$ cat src/rtl/cies_pkg.sv
// Purpose: shared constants and types of the interrupt and exception
//          sequencer.
// Assumes: one 25 MHz processor clock, synchronous active-low reset.
// Notes:   vectors, flag bit positions and source order live here only.
package cies_pkg;

   localparam int VEC_W         = 8;
   localparam int WORD_W        = 16;
   localparam int TABLE_ENTRIES = 256;

   // flag word positions of the two mode bits this block owns
   localparam int FLAG_TRAP_BIT = 8;
   localparam int FLAG_IE_BIT   = 9;
   localparam logic FLAG_RESET_VAL = 1'b0;

   // fixed vectors
   localparam logic [VEC_W-1:0] VEC_DIVIDE      = 8'h00;
   localparam logic [VEC_W-1:0] VEC_STEP        = 8'h01;
   localparam logic [VEC_W-1:0] VEC_NMI         = 8'h02;
   localparam logic [VEC_W-1:0] VEC_BREAK       = 8'h03;
   localparam logic [VEC_W-1:0] VEC_OVERFLOW    = 8'h04;
   localparam logic [VEC_W-1:0] VEC_RANGE       = 8'h05;
   localparam logic [VEC_W-1:0] VEC_UNDEF       = 8'h06;
   localparam logic [VEC_W-1:0] VEC_NO_COP      = 8'h07;
   localparam logic [VEC_W-1:0] VEC_COP_OVERRUN = 8'h09;
   localparam logic [VEC_W-1:0] VEC_COP_ERROR   = 8'h10;
   localparam logic [VEC_W-1:0] VEC_USER_FIRST  = 8'h20;
   localparam logic [VEC_W-1:0] VEC_ZERO        = 8'h00;

   // request sources, index 0 wins
   localparam int SRC_EXC  = 0;
   localparam int SRC_STEP = 1;
   localparam int SRC_NMI  = 2;
   localparam int SRC_COP  = 3;
   localparam int SRC_MASK = 4;
   localparam int SRC_SOFT = 5;
   localparam int SRC_N    = 6;

   // pending latch bit positions
   localparam int PEND_NMI = 0;
   localparam int PEND_COP = 1;
   localparam int PEND_N   = 2;

   typedef enum logic [2:0] {
      EXC_DIVIDE, EXC_BREAK, EXC_OVERFLOW, EXC_RANGE,
      EXC_UNDEF, EXC_NO_COP, EXC_COP_ERROR
   } cies_exc_t;

   typedef struct packed {
      logic [WORD_W-1:0] seg;
      logic [WORD_W-1:0] off;
   } cies_ptr_t;

   typedef struct packed {
      logic      valid;
      cies_exc_t kind;
   } cies_exc_req_t;

   typedef struct packed {
      logic             valid;
      logic [VEC_W-1:0] vec;
   } cies_vec_req_t;

   function automatic logic [VEC_W-1:0] exc_vector(input cies_exc_t k);
      unique case (k)
         EXC_DIVIDE:    return VEC_DIVIDE;
         EXC_BREAK:     return VEC_BREAK;
         EXC_OVERFLOW:  return VEC_OVERFLOW;
         EXC_RANGE:     return VEC_RANGE;
         EXC_UNDEF:     return VEC_UNDEF;
         EXC_NO_COP:    return VEC_NO_COP;
         EXC_COP_ERROR: return VEC_COP_ERROR;
         default:       return VEC_UNDEF;
      endcase
   endfunction : exc_vector

   // traps resume after the instruction, faults restart it
   function automatic logic exc_is_fault(input cies_exc_t k);
      return !(k == EXC_BREAK || k == EXC_OVERFLOW);
   endfunction : exc_is_fault

endpackage : cies_pkg

$ cat src/rtl/cies_arbiter.sv
// Purpose: fixed-priority pick among the request sources.
// Assumes: bit 0 of the request vector is the most urgent.
// Notes:   purely combinational, one-hot grant.
`timescale 1ns/1ps
`default_nettype none
module cies_arbiter (
   input  wire logic [cies_pkg::SRC_N-1:0] i_req,
   output logic      [cies_pkg::SRC_N-1:0] o_grant,
   output logic                            o_any
);
   import cies_pkg::*;

   wire [SRC_N:0] seen;

   assign seen[0] = 1'b0;

   genvar g;
   generate
      for (g = 0; g < SRC_N; g++) begin : g_pri
         assign seen[g+1]  = seen[g] | i_req[g];
         assign o_grant[g] = i_req[g] & ~seen[g];
      end
   endgenerate

   assign o_any = seen[SRC_N];

endmodule : cies_arbiter
`default_nettype wire

$ cat src/rtl/cies_pend_latch.sv
// Purpose: sticky pending bits for requests that must not be lost.
// Assumes: set and clear are one-cycle pulses on the processor clock.
// Notes:   set beats clear in the same cycle, so no event is dropped.
`timescale 1ns/1ps
`default_nettype none
module cies_pend_latch (
   input  wire logic                         i_clk,
   input  wire logic                         i_rst_b,
   input  wire logic [cies_pkg::PEND_N-1:0]  i_set,
   input  wire logic [cies_pkg::PEND_N-1:0]  i_clr,
   output logic      [cies_pkg::PEND_N-1:0]  o_pend
);
   import cies_pkg::*;

   genvar g;
   generate
      for (g = 0; g < PEND_N; g++) begin : g_bit
         always_ff @(posedge i_clk) begin
            if (!i_rst_b)
               o_pend[g] <= 1'b0;
            else
               o_pend[g] <= i_set[g] | (o_pend[g] & ~i_clr[g]);
         end
      end
   endgenerate

endmodule : cies_pend_latch
`default_nettype wire

$ cat src/rtl/cies_sequencer.sv
// Summary of operation
// - entry pushes flag word, code segment, then code offset on the stack.
// - faults return to the first byte of the instruction, prefixes included.
// - handler chosen from a 256-entry table by an 8-bit vector.
// - vectors 0-31 are reserved for the core, 32-255 for users.
// - exceptions make vectors internally; software interrupts carry any vector.
// - maskable request runs an acknowledge cycle; controller returns 8-bit vector.
// - maskable request served only with interrupt enable set.
// - entry clears interrupt enable after saving; return restores saved flags.
// - non-maskable beats maskable, uses vector 2, no acknowledge cycle.
// - during non-maskable service block non-maskable, maskable, overrun requests.
// - non-maskable request during its own service waits for the return.
// - trap-step set gives vector 1 after next instruction, clearing the flag.
// - return restoring trap-step runs one instruction before the step trap.
// - all enabled pending requests are entered before any handler runs.
// - fixed vectors 0,3,4,5,6,7 and 16 for the core's own exceptions.
// - overflow trap vector 4 resumes after; range, divide, undefined restart.
// - order: exception, step, non-maskable, overrun, maskable, software.
// - interrupt enable is flag word bit 9.
// - trap-step is flag word bit 8, cleared by the step trap.
//
// Purpose: sequence interrupt and exception entry for the processor core.
// Assumes: core pulses i_boundary when an instruction and its prefixes end,
//          then waits for o_hold low before starting the next one.
// Notes:   stack writes and table reads go through core handshakes.
`timescale 1ns/1ps
`default_nettype none
module cies_sequencer (
   input  wire logic                            i_clk,
   input  wire logic                            i_rst_b,
   input  wire logic                            i_boundary,
   input  wire cies_pkg::cies_ptr_t             i_start_ptr,
   input  wire cies_pkg::cies_ptr_t             i_next_ptr,
   input  wire logic [cies_pkg::WORD_W-1:0]     i_flags,
   input  wire logic                            i_flags_wr,
   input  wire logic [cies_pkg::WORD_W-1:0]     i_flags_wdata,
   input  wire logic                            i_interrupt_return,
   input  wire logic [cies_pkg::WORD_W-1:0]     i_return_flags,
   input  wire cies_pkg::cies_exc_req_t         i_exc,
   input  wire cies_pkg::cies_vec_req_t         i_soft,
   input  wire logic                            i_nmi,
   input  wire logic                            i_maskable_request,
   input  wire logic                            i_cop_overrun,
   input  wire cies_pkg::cies_vec_req_t         i_ack_vec,
   input  wire logic                            i_push_ready,
   input  wire logic                            i_fetch_valid,
   input  wire cies_pkg::cies_ptr_t             i_fetch_ptr,
   output logic                                 o_hold,
   output logic                                 o_ack,
   output logic                                 o_push_valid,
   output logic      [cies_pkg::WORD_W-1:0]     o_push_data,
   output logic                                 o_fetch_req,
   output logic      [cies_pkg::VEC_W-1:0]      o_fetch_index,
   output logic                                 o_jump_valid,
   output cies_pkg::cies_ptr_t                  o_jump_ptr,
   output logic                                 o_interrupt_enable,
   output logic                                 o_trap_step_flag,
   output logic                                 o_nmi_active
);
   import cies_pkg::*;

   typedef enum logic [2:0] {
      ST_IDLE, ST_CHECK, ST_ACK, ST_PUSH_FLAGS, ST_PUSH_SEG, ST_PUSH_OFF,
      ST_FETCH
   } cies_state_t;

   cies_state_t       state;
   cies_state_t       next_state;

   logic              if_flag;
   logic              trap_step_flag;
   logic              step_armed;
   logic              exc_pend;
   cies_exc_t         exc_kind;
   logic              step_pend;
   logic              soft_pend;
   logic [VEC_W-1:0]  soft_vec;
   logic              nmi_prev;
   logic              nmi_active;
   logic              entry_is_nmi;
   logic [VEC_W-1:0]  cur_vec;
   cies_ptr_t         ret_ptr;
   logic [WORD_W-1:0] flag_word;

   // decode of current position in the sequence
   wire in_idle   = (state == ST_IDLE);
   wire in_check  = (state == ST_CHECK);
   wire in_ack    = (state == ST_ACK);
   wire in_pflags = (state == ST_PUSH_FLAGS);
   wire in_pseg   = (state == ST_PUSH_SEG);
   wire in_poff   = (state == ST_PUSH_OFF);
   wire in_fetch  = (state == ST_FETCH);

   wire take_boundary = in_idle & i_boundary;
   wire flags_pushed  = in_pflags & i_push_ready;
   wire fetch_done    = in_fetch & i_fetch_valid;
   wire ack_done      = in_ack & i_ack_vec.valid;

   // flag updates by the core, only while no entry is in progress
   wire ret_now   = in_idle & i_interrupt_return;
   wire wr_now    = in_idle & i_flags_wr;
   wire next_if   = ret_now ? i_return_flags[FLAG_IE_BIT] :
                    wr_now  ? i_flags_wdata[FLAG_IE_BIT]  : if_flag;
   wire next_tf   = ret_now ? i_return_flags[FLAG_TRAP_BIT] :
                    wr_now  ? i_flags_wdata[FLAG_TRAP_BIT]  :
                              trap_step_flag;

   // saved flag word carries the mode bits as they stand at the boundary
   logic [WORD_W-1:0] word_at_boundary;
   always_comb begin
      word_at_boundary                = i_flags;
      word_at_boundary[FLAG_IE_BIT]   = next_if;
      word_at_boundary[FLAG_TRAP_BIT] = next_tf;
   end

   // a faulting instruction never completed, so it earns no step trap
   wire exc_fault  = i_exc.valid & exc_is_fault(i_exc.kind);
   wire nmi_rise   = i_nmi & ~nmi_prev;

   // sticky non-maskable and overrun requests
   logic [PEND_N-1:0] pend_set;
   logic [PEND_N-1:0] pend_clr;
   logic [PEND_N-1:0] pend;
   logic [SRC_N-1:0]  req;
   logic [SRC_N-1:0]  grant;
   logic              req_any;

   assign pend_set[PEND_NMI] = nmi_rise;
   assign pend_set[PEND_COP] = i_cop_overrun;
   assign pend_clr[PEND_NMI] = in_check & grant[SRC_NMI];
   assign pend_clr[PEND_COP] = in_check & grant[SRC_COP];

   cies_pend_latch u_pend (
      .i_clk   (i_clk),
      .i_rst_b (i_rst_b),
      .i_set   (pend_set),
      .i_clr   (pend_clr),
      .o_pend  (pend)
   );

   // maskable input looked at live, but only in the check slot
   assign req[SRC_EXC]  = exc_pend;
   assign req[SRC_STEP] = step_pend;
   assign req[SRC_NMI]  = pend[PEND_NMI] & ~nmi_active;
   assign req[SRC_COP]  = pend[PEND_COP] & ~nmi_active;
   assign req[SRC_MASK] = i_maskable_request & if_flag
                          & ~nmi_active;
   assign req[SRC_SOFT] = soft_pend;

   cies_arbiter u_arb (
      .i_req   (req),
      .o_grant (grant),
      .o_any   (req_any)
   );

   // vector of the winning source; maskable gets its vector later
   wire [VEC_W-1:0] sel_vec =
      grant[SRC_EXC]  ? exc_vector(exc_kind) :
      grant[SRC_STEP] ? VEC_STEP :
      grant[SRC_NMI]  ? VEC_NMI :
      grant[SRC_COP]  ? VEC_COP_OVERRUN :
      grant[SRC_SOFT] ? soft_vec : VEC_ZERO;

   wire check_hit = in_check & req_any;
   wire [VEC_W-1:0] next_vec = check_hit ? sel_vec :
                               ack_done  ? i_ack_vec.vec :
                                           cur_vec;

   always_comb begin
      next_state = state;
      unique case (state)
         ST_IDLE:       if (i_boundary) next_state = ST_CHECK;
         ST_CHECK:      if (!req_any)
                           next_state = ST_IDLE;
                        else if (grant[SRC_MASK])
                           next_state = ST_ACK;
                        else
                           next_state = ST_PUSH_FLAGS;
         ST_ACK:        if (i_ack_vec.valid) next_state = ST_PUSH_FLAGS;
         ST_PUSH_FLAGS: if (i_push_ready) next_state = ST_PUSH_SEG;
         ST_PUSH_SEG:   if (i_push_ready) next_state = ST_PUSH_OFF;
         ST_PUSH_OFF:   if (i_push_ready) next_state = ST_FETCH;
         ST_FETCH:      if (i_fetch_valid) next_state = ST_CHECK;
      endcase
   end

   wire next_push = (next_state == ST_PUSH_FLAGS)
                  | (next_state == ST_PUSH_SEG)
                  | (next_state == ST_PUSH_OFF);
   wire [WORD_W-1:0] next_push_data =
      (next_state == ST_PUSH_SEG) ? ret_ptr.seg :
      (next_state == ST_PUSH_OFF) ? ret_ptr.off : flag_word;

   always_ff @(posedge i_clk) begin
      if (!i_rst_b)
         state <= ST_IDLE;
      else
         state <= next_state;
   end

   // mode bits: cleared by reset, written by the core, cleared on entry
   always_ff @(posedge i_clk) begin
      if (!i_rst_b) begin
         if_flag        <= FLAG_RESET_VAL;
         trap_step_flag <= FLAG_RESET_VAL;
      end else if (flags_pushed) begin
         if_flag        <= 1'b0;
         trap_step_flag <= 1'b0;
      end else begin
         if_flag        <= next_if;
         trap_step_flag <= next_tf;
      end
   end

   // the step trap follows the instruction that began with trap-step set,
   // so the return that restores it still runs one more instruction
   always_ff @(posedge i_clk) begin
      if (!i_rst_b)
         step_armed <= 1'b0;
      else if (flags_pushed)
         step_armed <= 1'b0;
      else if (take_boundary)
         step_armed <= next_tf;
   end

   // requests captured from the finished instruction
   always_ff @(posedge i_clk) begin
      if (!i_rst_b) begin
         exc_pend  <= 1'b0;
         step_pend <= 1'b0;
         soft_pend <= 1'b0;
         exc_kind  <= EXC_DIVIDE;
         soft_vec  <= VEC_ZERO;
      end else if (take_boundary) begin
         exc_pend  <= i_exc.valid;
         exc_kind  <= i_exc.kind;
         step_pend <= step_armed & ~exc_fault;
         soft_pend <= i_soft.valid;
         soft_vec  <= i_soft.vec;
      end else if (in_check) begin
         exc_pend  <= exc_pend  & ~grant[SRC_EXC];
         step_pend <= step_pend & ~grant[SRC_STEP];
         soft_pend <= soft_pend & ~grant[SRC_SOFT];
      end
   end

   // return pointer and flag word; a chained entry saves the previous
   // handler's start so the last one entered runs first
   always_ff @(posedge i_clk) begin
      if (!i_rst_b) begin
         ret_ptr   <= '0;
         flag_word <= '0;
      end else if (take_boundary) begin
         ret_ptr   <= exc_fault ? i_start_ptr : i_next_ptr;
         flag_word <= word_at_boundary;
      end else if (flags_pushed) begin
         flag_word[FLAG_IE_BIT]   <= 1'b0;
         flag_word[FLAG_TRAP_BIT] <= 1'b0;
      end else if (fetch_done) begin
         ret_ptr   <= i_fetch_ptr;
      end
   end

   // non-maskable service spans entry to the next interrupt return
   always_ff @(posedge i_clk) begin
      if (!i_rst_b) begin
         nmi_prev     <= 1'b0;
         nmi_active   <= 1'b0;
         entry_is_nmi <= 1'b0;
         cur_vec      <= VEC_ZERO;
      end else begin
         nmi_prev <= i_nmi;
         cur_vec  <= next_vec;
         if (check_hit)
            entry_is_nmi <= grant[SRC_NMI];
         if (fetch_done && entry_is_nmi)
            nmi_active <= 1'b1;
         else if (ret_now)
            nmi_active <= 1'b0;
      end
   end

   // registered outputs toward core and bus
   always_ff @(posedge i_clk) begin
      if (!i_rst_b) begin
         o_hold        <= 1'b0;
         o_ack         <= 1'b0;
         o_push_valid  <= 1'b0;
         o_push_data   <= '0;
         o_fetch_req   <= 1'b0;
         o_fetch_index <= VEC_ZERO;
         o_jump_valid  <= 1'b0;
         o_jump_ptr    <= '0;
      end else begin
         o_hold        <= (next_state != ST_IDLE);
         o_ack         <= (next_state == ST_ACK);
         o_push_valid  <= next_push;
         o_push_data   <= next_push_data;
         o_fetch_req   <= (next_state == ST_FETCH);
         o_fetch_index <= next_vec;
         o_jump_valid  <= fetch_done;
         o_jump_ptr    <= i_fetch_ptr;
      end
   end

   // push data tracks state, so the word shown is always the one pending
   assign o_interrupt_enable = if_flag;
   assign o_trap_step_flag   = trap_step_flag;
   assign o_nmi_active       = nmi_active;

   // push_data for the next word must follow the state that accepts it
   wire unused_ok = in_pseg | in_poff;

endmodule : cies_sequencer
`default_nettype wire

$ cat config.mk
export PLATFORM = sky130hd
export DESIGN_NAME = cies_sequencer
export DESIGN_NICKNAME = d
export VERILOG_FILES = /design/src/rtl/cies_pkg.sv /design/src/rtl/cies_arbiter.sv /design/src/rtl/cies_pend_latch.sv /design/src/rtl/cies_sequencer.sv
export SDC_FILE = /design/constraint.sdc
export NUM_CORES = 1
export LEC_CHECK = 0
export BUFFER_PORTS_ARGS = -buffer_cell sky130_fd_sc_hd__buf_4
export CORE_MARGIN = 4
export CORE_UTILIZATION = 35
export DETAILED_ROUTE_END_ITERATION = 10
export SETUP_SLACK_MARGIN = 0.5
export SLEW_MARGIN = 20
export SYNTH_ARGS = -nofsm -noshare
export SYNTH_HDL_FRONTEND = slang
export SYNTH_SLANG_ARGS = --single-unit
$ cat constraint.sdc
create_clock -name i_clk -period 2 [get_ports i_clk]
set_input_delay 0.3 -clock i_clk [delete_from_list [all_inputs] [get_ports i_clk]]
set_output_delay 0.3 -clock i_clk [all_outputs]
set_load 0.05 [all_outputs]
* Word-level counts from Yosys, hierarchy flattened
Index checks and enable logic that the tools add are counted.
Widths: inputs -> output; s select.
** Operators by class
- Eq/ne operators :: 19
- Multiplexer cells :: 37
- Bitwise operators :: 47
- Reduce and logical (&&, ||, !) cells :: 13
** Operator list (count)
- $mux 32 :: 4
- $mux 8 :: 7
- $mux 16 :: 2
- $pmux 5 s6 :: 1
- $and 1x1->1 :: 25
- $eq 3x3->1 const B :: 8
- $eq 3x2->1 const B :: 7
- $pmux 3 s7 :: 1
- $mux 3 :: 6
- $mux 1 :: 13
- $not 1->1 :: 13
- $reduce_bool 2->1 :: 5
- $eq 3x1->1 const B :: 3
- $or 1x1->1 :: 9
- $logic_not 3->1 :: 2
- $mux 2 :: 3
- $reduce_bool 3->1 :: 1
- $ne 2x2->1 const B :: 1
- $reduce_and 2->1 :: 1
- $reduce_or 2->1 :: 1
- $logic_and 1x1->1 :: 1
- $logic_not 1->1 :: 1
- $logic_or 1x1->1 :: 1
** Word-level totals
- Register bits :: 134
- Bits of input ports :: 176
- Output and inout port bits :: 64
- Logic and storage cells :: 143

* Longest topological paths before layout
Gate-level depths: netlist (run 1).
- Depth after elaboration :: 13
- Depth in mapped cells :: 8
- Depth with buffers taken out :: 5

* Cells and area by module
Synthesis (run 1) repeated with hierarchy kept, for this count alone.
** Unflattened totals
- Cell total of the unflattened synthesis :: 613
- Area total of the unflattened synthesis :: 5730.5 um^2
** By module, submodules not included
- cies_sequencer :: instances 1, cells each 598, area an instance 5585.4 um^2, sequential area each 2642.5 um^2
- cies_pend_latch :: instances 1, cells each 6, area an instance 82.6 um^2, sequential area each 40.0 um^2
- cies_arbiter :: instances 1, cells each 9, area an instance 62.6 um^2, sequential area each 0.0 um^2

* Worst setup path after synthesis (run 1)
OpenSTA, ideal clock, no wires.
- Path type :: register -> register
- Start point :: register nmi_active, in the netlist o_nmi_active
- End point :: register o_push_data[10] in the netlist's numbering
- Setup time :: 0.120 ns
- Arrival time :: 2.207 ns
- Data required time :: 1.880 ns
- Path slack :: -0.326 ns
- Stages on the path, launching flop included :: 9
- Buffers on the path :: 3
- Period minus slack after synthesis :: 2.326 ns
- Cell sequence :: dfxtp_1 > buf_2 > or4b_1 > o211ai_2 > and2_0 > buf_2 > buf_2 > a21boi_0 > o31a_1
** On the way
- Longest elaborated chain between the ends :: 12
- Elaborated cells between the ends (all ways) :: 17
- Those cells by class :: eq/ne: 2; mux: 5; bitwise: 10
** Ends and longest elaborated chain
- start: declaration :: RTL line cies_sequencer.sv:79 : logic nmi_active;
- start signal: assignment :: RTL line cies_sequencer.sv:268 : nmi_active <= 1'b0;
- start signal: assignment :: RTL line cies_sequencer.sv:277 : nmi_active <= 1'b1;
- start signal: assignment :: RTL line cies_sequencer.sv:279 : nmi_active <= 1'b0;
- $not 1->1 * :: RTL line cies_sequencer.sv:144, cies_sequencer.sv:145, cies_sequencer.sv:147
- $and 1x1->1 :: RTL line cies_sequencer.sv:144 : assign req[SRC_NMI] = pend[PEND_NMI] & ~nmi_active;
- $or 1x1->1 (2 in a row) :: RTL line cies_arbiter.sv:20 : assign seen[g+1] = seen[g] | i_req[g];
- $not 1->1 :: RTL line cies_arbiter.sv:21 : assign o_grant[g] = i_req[g] & ~seen[g];
- $and 1x1->1 :: RTL line cies_arbiter.sv:21
- $mux 1 :: RTL line cies_sequencer.sv:175 : else if (grant[SRC_MASK])
- $mux 2 * :: RTL line cies_sequencer.sv:173 : ST_CHECK: if (!req_any)
- $pmux 3 s7 * :: RTL line cies_sequencer.sv:171 : unique case (state)
- $eq 3x3->1 :: RTL line cies_sequencer.sv:192 : (next_state == ST_PUSH_OFF) ? ret_ptr.off : flag_word;
- $mux 16 :: RTL line cies_sequencer.sv:192
- $mux 16 * :: RTL line cies_sequencer.sv:191 : (next_state == ST_PUSH_SEG) ? ret_ptr.seg :
- end signal: assignment :: RTL line cies_sequencer.sv:298 : o_push_data <= next_push_data;
- end: declaration :: RTL line cies_sequencer.sv:51 : output logic [cies_pkg::WORD_W-1:0] o_push_data,
Every way passes the cells marked *; elsewhere a longest branch is shown, timed or not.
A chain may end at the register's enable or synchronous reset.

* Worst setup path in the final report (run 1)
- Start point :: register state[2]
- End point :: register o_push_data[2] in the netlist's numbering
** On the way
- Longest elaborated chain between the ends :: 5
- Elaborated cells between the ends (all ways) :: 18
- Those cells by class :: eq/ne: 8; mux: 9; reduce/logical: 1
** Ends and longest elaborated chain
- start: declaration :: RTL line cies_sequencer.sv:67 : cies_state_t state;
- start signal: assignment :: RTL line cies_sequencer.sv:198 : state <= next_state;
- $eq 3x3->1 (tied with other cells) :: RTL line cies_sequencer.sv:171
- $pmux 3 s7 * :: RTL line cies_sequencer.sv:171
- $eq 3x3->1 :: RTL line cies_sequencer.sv:192
- $mux 16 :: RTL line cies_sequencer.sv:192
- $mux 16 * :: RTL line cies_sequencer.sv:191
Marks and branches as above.

==> metrics.log, run 1 <==
[metrics] data arrival time at the worst-slack endpoint: between 2000 and 2500 ps
[metrics] initial standard-cell utilization of the core: around 36%
[metrics] first-pass GRT wire length: 32520 µm
[metrics] maximum level of the CTS H-tree: 4
[metrics] vias after detailed routing: 6052
[metrics] gr ovfl total: 0
[metrics] initial detailed-routing violation count: 398
[metrics] Most used DFF post-synth: sky130_fd_sc_hd__dfxtp_1
[metrics] power density normalized to cell area: around 1000 nW/µm²
[metrics] proportion of netlist area held by the largest area contributor: between 40% and 50%
[metrics] list of most frequent post-synthesis cells: 134 x sky130_fd_sc_hd__dfxtp_1, 87 x sky130_fd_sc_hd__nor2_1, 79 x sky130_fd_sc_hd__nand2_1, 69 x sky130_fd_sc_hd__a211oi_1, 40 x sky130_fd_sc_hd__a21oi_1
[metrics] maximum count of clock buffers along a single path: 2
[metrics] layout cells sized above 1: between 50% and 60%
[metrics] Total Routing Usage GR: 22.24%
[metrics] number of nets in the synthesized netlist: roughly 860
[metrics] classification of the worst setup path: reg -> reg
[metrics] peak clock frequency supported by timing: 0.4858 GHz
[metrics] Post-Synthesis Cells: 681
[metrics] Min Clock Period, post-route: 2058 ps
[metrics] Worst R2R Start: state[2]$_SDFF_PN0_
[metrics] cts-stage hold buffer count: 0
[metrics] count of unique library cells instantiated by Yosys: 50
[metrics] final critical-path setup slack: -58.43 ps
[metrics] clock tree from TritonCTS: done
[metrics] portion of netlist area occupied by mux cells: 6.997%
[metrics] number of global-route vias before repair: 6302
[metrics] total number of yosys warnings: 0
[metrics] EDFF count, synth: 0
[metrics] clock tree root driver cell: sky130_fd_sc_hd__clkbuf_16
[metrics] violations in the final reports: negative setup slack
[metrics] setup repair after global routing missed its margin: yes
[metrics] hold_sp: i_cop_overrun
[metrics] Worst R2R Path Depth: 6
[metrics] row count: 46
[metrics] Antenna Diode Count: 0
[metrics] Detail Route Antenna Nets: 0
[metrics] total net switching power: about 0.0036 W
[metrics] pin count of the biggest net entering global routing: 62
[metrics] cell type contributing the most total cell area after synthesis: sky130_fd_sc_hd__dfxtp_1
[metrics] relative contribution of combinational cells to total power: a little over 40%
[metrics] total clock sinks: about 130
[metrics] worst hold stages: 3
[metrics] power share of the sequential group: 31.6%
[metrics] result of the run: finished with violations
[metrics] startpoint type of the worst setup path: register
[metrics] skew final: a little over 8 ps
[metrics] Async S/R FF share, synth: 0%
[metrics] worst hold slack: 98.89 ps
[metrics] height of the die: about 140 µm
[metrics] cell types occupying the most area after synthesis: sky130_fd_sc_hd__dfxtp_1 46%, sky130_fd_sc_hd__a211oi_1 8.9%, sky130_fd_sc_hd__mux2i_1 6.5%
[metrics] total placed cells including tap cells: ~1100
[metrics] r2r setup slk: -60 ps
[metrics] mean cell area of the mapped netlist: 8.534 µm²
[metrics] Tcrit/Tclk final: 102.9%
[metrics] register area share after synthesis: roughly 46%
[metrics] nets: around 1100
[metrics] antenna violations before repair: 0
[metrics] die extent in x: between 100 and 150 µm
[metrics] max-cap violations: 0
[metrics] Top-Level Pins: between 200 and 250
[metrics] fraction of synthesized cell area in xor and xnor cells: less than 1%
[metrics] estimated wirelength of the detail-placed design: 13940 µm
[metrics] largest family of logic cells by synthesized area: compound AO/OA/AOI/OAI gates
[metrics] worst-case hold path end point: u_pend.o_pend[1]$_SDFF_PN0_
[metrics] maximum vdd ir drop: about 0.00083 V
[metrics] Layout Utilization: a little under two thirds
[metrics] fraction of power consumed by the clock network: a little over a quarter
[metrics] layout filler cell count: 1265
[metrics] clock buffers created by TritonCTS: 17
[metrics] worst slew pin tran: about 460 ps
[metrics] area of the mapped netlist: around 5800 µm²
[metrics] total power consumption of the routed design: between 0.01 and 0.015 W
[metrics] Clk pin slew, worst setup/hold paths: 60 ps
[metrics] routability congestion estimate from global placement: roughly 0.9
[metrics] required time of the critical path: roughly 2300 ps
[metrics] Hold Crit Class: in -> reg
[metrics] terminus of the critical flop-to-flop path: o_push_data[2]$_SDFF_PN0_
[metrics] number of pins exceeding their max-slew limit in the final report: 0
[metrics] Int Power: around 0.0067 W
[metrics] slew margin rel.: slightly below 70%
[metrics] sw frac: roughly a third
[metrics] post-synthesis compound-gate area fraction: between 20% and 30%
[metrics] area fraction in and, or, nand and nor cells after synthesis: a little under a fifth
[metrics] average via count per standard cell: 5.116
[metrics] most frequent cell after synthesis: sky130_fd_sc_hd__dfxtp_1
[metrics] Buffers on Ports: between 200 and 250
[metrics] floorplan core area: between 15000 and 20000 µm²
[metrics] Hold Violations, Final: 0
[metrics] floorplan die area: between 15000 and 20000 µm²
[metrics] post-synthesis adder-cell area fraction: less than 1%
[metrics] #FFs+latches synth: 134
[metrics] biggest fanout along the worst timing path: 22
[metrics] DRC violations left: 0
[metrics] total area of multi-input combinational cells: 3660 µm²
[metrics] setup-violating endpoint count in the final report: 14
[metrics] average routed wire per standard cell: between 15 and 20 µm
[metrics] drt first pass iters: 4
[metrics] kind of end point of the critical path: register
[metrics] Seq. cell area: between 2000 and 3000 µm²
[metrics] total leakage power: between 4 and 5 nW
[metrics] final cell count without fillers: 1183
[metrics] total detailed-routing wirelength: between 20000 and 25000 µm
[metrics] synthesis-to-layout area growth: 76.28%
[metrics] Critical Path Start: state[2]$_SDFF_PN0_
[metrics] clock latency on the worst-skew pair: roughly 420 ps
[what timing repair did]
item,4_1_cts,5_1_grt
pin swaps,53,20
cloned,15,1
buffers inserted,35,7
resized for setup,212,55
setup endpoints to repair,97,100
[metal layers]
| metal | wire length [µm] | GRT usage [%] | up-vias | share of wire (%) |
|---|---|---|---|---|
| met5 | 0 | 0 | - | 0 |
| met4 | 420 | 7.594 | 0 | 1.9 |
| met3 | 1324 | 4.449 | 31 | 6.1 |
| met2 | 10650 | 36.39 | 192 | 49 |
| met1 | 9354 | 29.36 | 2891 | 43 |
| li1 | - | - | 2938 | - |
[power groups by stage]
stage | sequential [W] | combinational, W | clock (W)
CTS | 0.00326 | 0.00394 | 0.00284
global route | 0.00331 | 0.00448 | 0.00296
finish | 0.00328 | 0.00426 | 0.00283
floorplan | 0.00362 | 0.00123 | 0
detailed placement | 0.00328 | 0.00259 | 0
global placement | 0.00327 | 0.00254 | 0
[layout by cell type (no fill, tap or decap), types with 6 or more instances in the layout]
cell type,n
sky130_fd_sc_hd__a211oi_2,49
sky130_fd_sc_hd__buf_16,13
sky130_fd_sc_hd__nand2_1,49
sky130_fd_sc_hd__nor3_1,19
sky130_fd_sc_hd__mux2i_1,37
sky130_fd_sc_hd__clkbuf_16,18
sky130_fd_sc_hd__a21boi_1,8
sky130_fd_sc_hd__buf_6,27
sky130_fd_sc_hd__inv_1,38
sky130_fd_sc_hd__nand2_4,27
sky130_fd_sc_hd__a211oi_1,12
sky130_fd_sc_hd__buf_4,248
sky130_fd_sc_hd__a211oi_4,8
sky130_fd_sc_hd__nor2_1,84
sky130_fd_sc_hd__and4_1,16
sky130_fd_sc_hd__a21boi_0,8
sky130_fd_sc_hd__dfxtp_2,6
sky130_fd_sc_hd__o31a_1,16
sky130_fd_sc_hd__a21oi_1,9
sky130_fd_sc_hd__dfxtp_1,125
sky130_fd_sc_hd__o21ai_2,7
sky130_fd_sc_hd__clkinvlp_4,6
sky130_fd_sc_hd__buf_12,16
sky130_fd_sc_hd__a21oi_2,31
[critical path, stage by stage, from the launching register on]
cell and delay, ps:
sky130_fd_sc_hd__dfxtp_4 380, sky130_fd_sc_hd__mux2_4 300, sky130_fd_sc_hd__a22o_1 230, sky130_fd_sc_hd__a221o_1 360, sky130_fd_sc_hd__buf_12 190, sky130_fd_sc_hd__and4_1 190, sky130_fd_sc_hd__o31a_1 280
[through the flow]
| step | area [µm²] | TNS [ps] | worst slack, ps |
|---|---|---|---|
| 2_1_floorplan | 5899 | 0 | 28.63 |
| 3_3_place_gp | 7898 | 0 | 25.71 |
| 3_5_place_dp | 7898 | -51.53 | -20.09 |
| 4_1_cts | 9899 | -25.45 | -9.833 |
| 5_1_grt | 10240 | -1066 | -121.6 |
| 6_report | 10240 | -448.4 | -58.43 |
[layout make-up]
| cell class | instances | share of cell area [%] |
|---|---|---|
| Clock buffer | 17 | 4.152 |
| Clock inverter | 14 | 1.038 |
| Inverter | 39 | 1.441 |
| Multi-Input combinational cell | 453 | 35.72 |
| Sequential cell | 134 | 26.37 |
| Tap cell | 216 | 2.638 |
| Timing Repair Buffer | 310 | 28.64 |
[sequential cells by signal, summed over array words and instances (netlist names), 2 cells and up]
register	count
o_push_data	16
state	3
u_pend.o_pend	2
ret_ptr	32
soft_vec	8
o_jump_ptr	32
flag_word	16
exc_kind	3
o_fetch_index	8
[kinds of logic (layout without fill, tap and decap cells)]
kind of cell,count (synthesis),in the layout
DFF,134,134
adders and majority gates,2,2
buffers and inverters,95,380
muxes,40,40
and+or+nand+nor,233,234
xor gates and xnor gates,1,1
AOI/OAI and AO/OA,176,176
[worst max path at each step]
stage | endpoint | slack, ps | depth (start not counted)
detailed placement | o_push_data[1]$_SDFF_PN0_ | -20 | 7
global placement | o_push_data[0]$_SDFF_PN0_ | 30 | 8
CTS | o_push_data[14]$_SDFF_PN0_ | -10 | 6
global route | o_push_data[1]$_SDFF_PN0_ | -120 | 7
floorplan | o_push_data[0]$_SDFF_PN0_ | 30 | 8
finish | o_push_data[2]$_SDFF_PN0_ | -60 | 6
No activity file was read; power rests on OpenSTA's default activity.
==> run 2, diff against run 1 <==
Settings changed: REMOVE_ABC_BUFFERS set to 1, SLEW_MARGIN 20 to 40.
==> run 2 against run 1 <==
Against the previous run: cell area is 14% lower; worst hold slack worse by 1.1 ps; clock-buffer cell count up 2; the run now ends clean; critical path depth unchanged; combinational power is 32% lower; first-iteration DRC count fell by 53%; largest cell class unchanged; sequential power shrank 2%; critical path type unchanged; global-route usage decreased by 2.5 points.
==> metrics.log, run 2 (synthesis gave the netlist of run 1 again) <==
[metrics] maximum count of clock buffers along a single path: 2 (unchanged)
[metrics] total detailed-routing wirelength: 18710 µm (-14%)
[metrics] most common cell after layout, fill and taps aside: sky130_fd_sc_hd__buf_4
[metrics] met1 Resource Use GR: 23.59% (-5.8 points)
[metrics] GR peak layer: met2
[metrics] Layout Cell Area excl Fill: 8822 µm² (-14%)
[metrics] worst slack after detailed placement: -26.85 ps (-6.765 ps)
[metrics] most frequent cells in the layout: 231 x sky130_fd_sc_hd__buf_4, 126 x sky130_fd_sc_hd__dfxtp_1, 85 x sky130_fd_sc_hd__nor2_1, 78 x sky130_fd_sc_hd__nand2_1, 64 x sky130_fd_sc_hd__a211oi_1
[metrics] worst slew pin tran: 471.2 ps (+11.23 ps)
[metrics] fraction of power consumed by the clock network: 35.3% (+8.0 points)
[metrics] maximum level of the CTS H-tree: 4 (unchanged)
[metrics] Detail Route Antenna Nets: 0 (unchanged)
[metrics] routability congestion estimate from global placement: 0.8803 (-1.3%)
[metrics] Int Power: 0.006364 W (-5.3%)
[metrics] initial standard-cell utilization of the core: 36.19% (unchanged)
[metrics] average routed wire per standard cell: 16.67 µm (-9.3%)
[metrics] layout cells sized above 1: 38.19% (-14 points)
[metrics] clock latency on the worst-skew pair: 430 ps (about the same)
[metrics] met2 Track Usage GR: 32.83% (-3.6 points)
[metrics] clock tree from TritonCTS: done
[metrics] die extent in x: 136.9 µm (unchanged)
[metrics] r2r setup slk: 20 ps (+80 ps)
[metrics] total placed cells including tap cells: 1077 (-1.6%)
[metrics] Total Routing Usage GR: 19.76% (-2.5 points)
[metrics] power share of the sequential group: 34.1% (+2.5 points)
[metrics] Layout Utilization: 54.94% (-8.9 points)
[metrics] clock tree root driver cell: sky130_fd_sc_hd__clkbuf_16
[metrics] total net switching power: 0.003088 W (-15%)
[metrics] Buffers on Ports: 209 (unchanged)
[metrics] sw frac: 32.67% (-2.5 points)
[metrics] data arrival time at the worst-slack endpoint: 2290 ps (-70 ps)
[metrics] average via count per standard cell: 5.090 (-0.50%)
[metrics] antenna violations before repair: 0 (unchanged)
[metrics] Hold Crit Class: in -> reg
[metrics] result of the run: finished clean
[metrics] initial detailed-routing violation count: 187 (-53%)
[metrics] cts-stage hold buffer count: 0 (unchanged)
[metrics] kind of cell with the highest combined delay on the critical path: compound AO/OA/AOI/OAI gates
[metrics] Clk pin slew, worst setup/hold paths: 60 ps (about the same)
[metrics] slowest cell on the critical path: sky130_fd_sc_hd__dfxtp_4
[metrics] DRC violations left: 0 (unchanged)
[metrics] required time of the critical path: 2320 ps (+20 ps)
[metrics] drt first pass iters: 5 (+1)
[metrics] vias after detailed routing: 5711 (-5.6%)
[metrics] number of pins exceeding their max-slew limit in the final report: 0 (unchanged)
[metrics] Min Clock Period, post-route: 1979 ps (-79.69 ps)
[metrics] estimated wirelength of the detail-placed design: 12610 µm (-9.6%)
[metrics] Hold Violations, Final: 0 (unchanged)
[metrics] number of global-route vias before repair: 5786 (-8.2%)
[metrics] total power consumption of the routed design: 0.009451 W (-8.8%)
[metrics] met3 usage in global routing: 7.022% (+2.6 points)
[metrics] biggest fanout along the worst timing path: 18 (-18%)
[metrics] total leakage power: 3.975 nW (-14%)
[metrics] classification of the worst setup path: reg -> reg
[metrics] placement-stage cell area: 7766 µm² (-1.7%)
[metrics] kind of end point of the critical path: register
[metrics] final cell count without fillers: 1122 (-5.2%)
[metrics] skew final: 11.50 ps (+3.270 ps)
[metrics] power density normalized to cell area: 1071 nW/µm² (+5.9%)
[metrics] gr ovfl total: 0 (unchanged)
[metrics] Top-Level Pins: 240 (unchanged)
[metrics] slew margin rel.: 68.59% (-0.64 points)
[metrics] max-cap violations: 0 (unchanged)
[metrics] crit path buf inv count: 1 (unchanged)
[metrics] first-pass GRT wire length: 28900 µm (-11%)
[metrics] startpoint type of the worst setup path: register
[metrics] peak clock frequency supported by timing: 0.5054 GHz (+4.0%)
[metrics] registers with the highest flip-flop counts: o_jump_ptr (32), ret_ptr (32)
[metrics] maximum vdd ir drop: 0.0006787 V (-18%)
[metrics] nets: 1069 (-5.5%)
[metrics] relative contribution of combinational cells to total power: 30.7% (-10 points)
[metrics] floorplan core area: 16060 µm² (unchanged)
[metrics] pin count of the biggest net entering global routing: 69 (+11%)
[metrics] Antenna Diode Count: 0 (unchanged)
[metrics] slowest stage delay, CP: 360 ps (-20 ps)
[metrics] height of the die: 136.9 µm (unchanged)
[metrics] cell-by-cell listing of the critical path: mux2_4 > a22o_1 > a221o_2 > buf_12 > and4_1 > o31a_1
[metrics] Tcrit/Tclk final: 98.94% (-4.0 points)
[metrics] clock buffers created by TritonCTS: 17 (unchanged)
[metrics] floorplan die area: 18730 µm² (unchanged)
[metrics] total clock sinks: 134 (unchanged)
[metrics] setup-violating endpoint count in the final report: 0 (-14)
[metrics] row count: 46 (unchanged)
[metrics] setup repair after global routing missed its margin: yes
[metrics] final critical-path setup slack: 21.26 ps (+79.69 ps)
[metrics] synthesis-to-layout area growth: 51.80%
## run 2: cell types whose count changed in the layout (fill, tap and decap cells not counted), sizes merged
cell / previous run / this run
inv: 41 / 38
clkbuf: 18 / 19
buf: 309 / 249
bufinv: 0 / 4
clkinvlp: 6 / 4
and2: 6 / 5
## run 2: power groups by stage
| stage | clock network [W] | registers (W) | logic (W) |
|---|---|---|---|
| 4_1_cts | 0.00340 | 0.00321 | 0.00273 |
| 5_1_grt | 0.00352 | 0.00326 | 0.00310 |
| 3_5_place_dp | 0 | 0.00325 | 0.00253 |
| 3_3_place_gp | 0 | 0.00324 | 0.00248 |
| 6_report | 0.00333 | 0.00322 | 0.00290 |
| 2_1_floorplan | 0 | 0.00364 | 0.00101 |
## run 2: layout make-up
class | count | area [µm²]
fill | 1475 | 7236
tap | 216 | 270.3
clock buffer | 19 | 452.9
timing repair buffer | 249 | 2044
inverter | 39 | 147.6
multi-input combinational | 452 | 3030
sequential | 134 | 2698
clock inverter | 13 | 178.9
## run 2: per-stage QoR
step                      TNS, ps  hold slack [ps]
after global placement          0            440.1
after global routing       -215.9            81.02
after floorplan            -75670            417.4
after detailed placement   -58.45            445.3
after CTS                       0            64.47
final                           0            97.83
## run 2: path summary, 6_finish.rpt
| path | start | to | depth (start not counted) |
|---|---|---|---|
| max | state[2]$_SDFF_PN0_ | o_push_data[14]$_SDFF_PN0_ | 6 |
| min | i_nmi | nmi_prev$_SDFF_PN0_ | 2 |
| max reg2reg | state[2]$_SDFF_PN0_ | o_push_data[14]$_SDFF_PN0_ | 6 |
| min reg2reg | flag_word[6]$_SDFFE_PN0P_ | flag_word[6]$_SDFFE_PN0P_ | 2 |
## run 2: per-layer routing
layer  routed length [µm]  share of wire [%]  up-vias
met2                 9058                 48      196
met4                  302                1.6        0
met5                    0                  0        -
li1                     -                  -     2819
met3                 1525                8.2       24
met1                 7822                 42     2672
## run 2: timing repair
action                                  4_1_cts  5_1_grt
buffers inserted                              8        3
endpoints found under the setup margin      100      100
cloned                                        2        0
resized for setup                            24       58
pin swaps                                     7       12
## run 2: worst register-to-register path: cells and delay by family, from the launching register on
family                 cells  cell delay, ps
buffers and inverters      1             170
AND/OR/NAND/NOR            1             210
AO/OA/AOI/OAI              3             830
flip-flops                 1             360
multiplexers               1             300
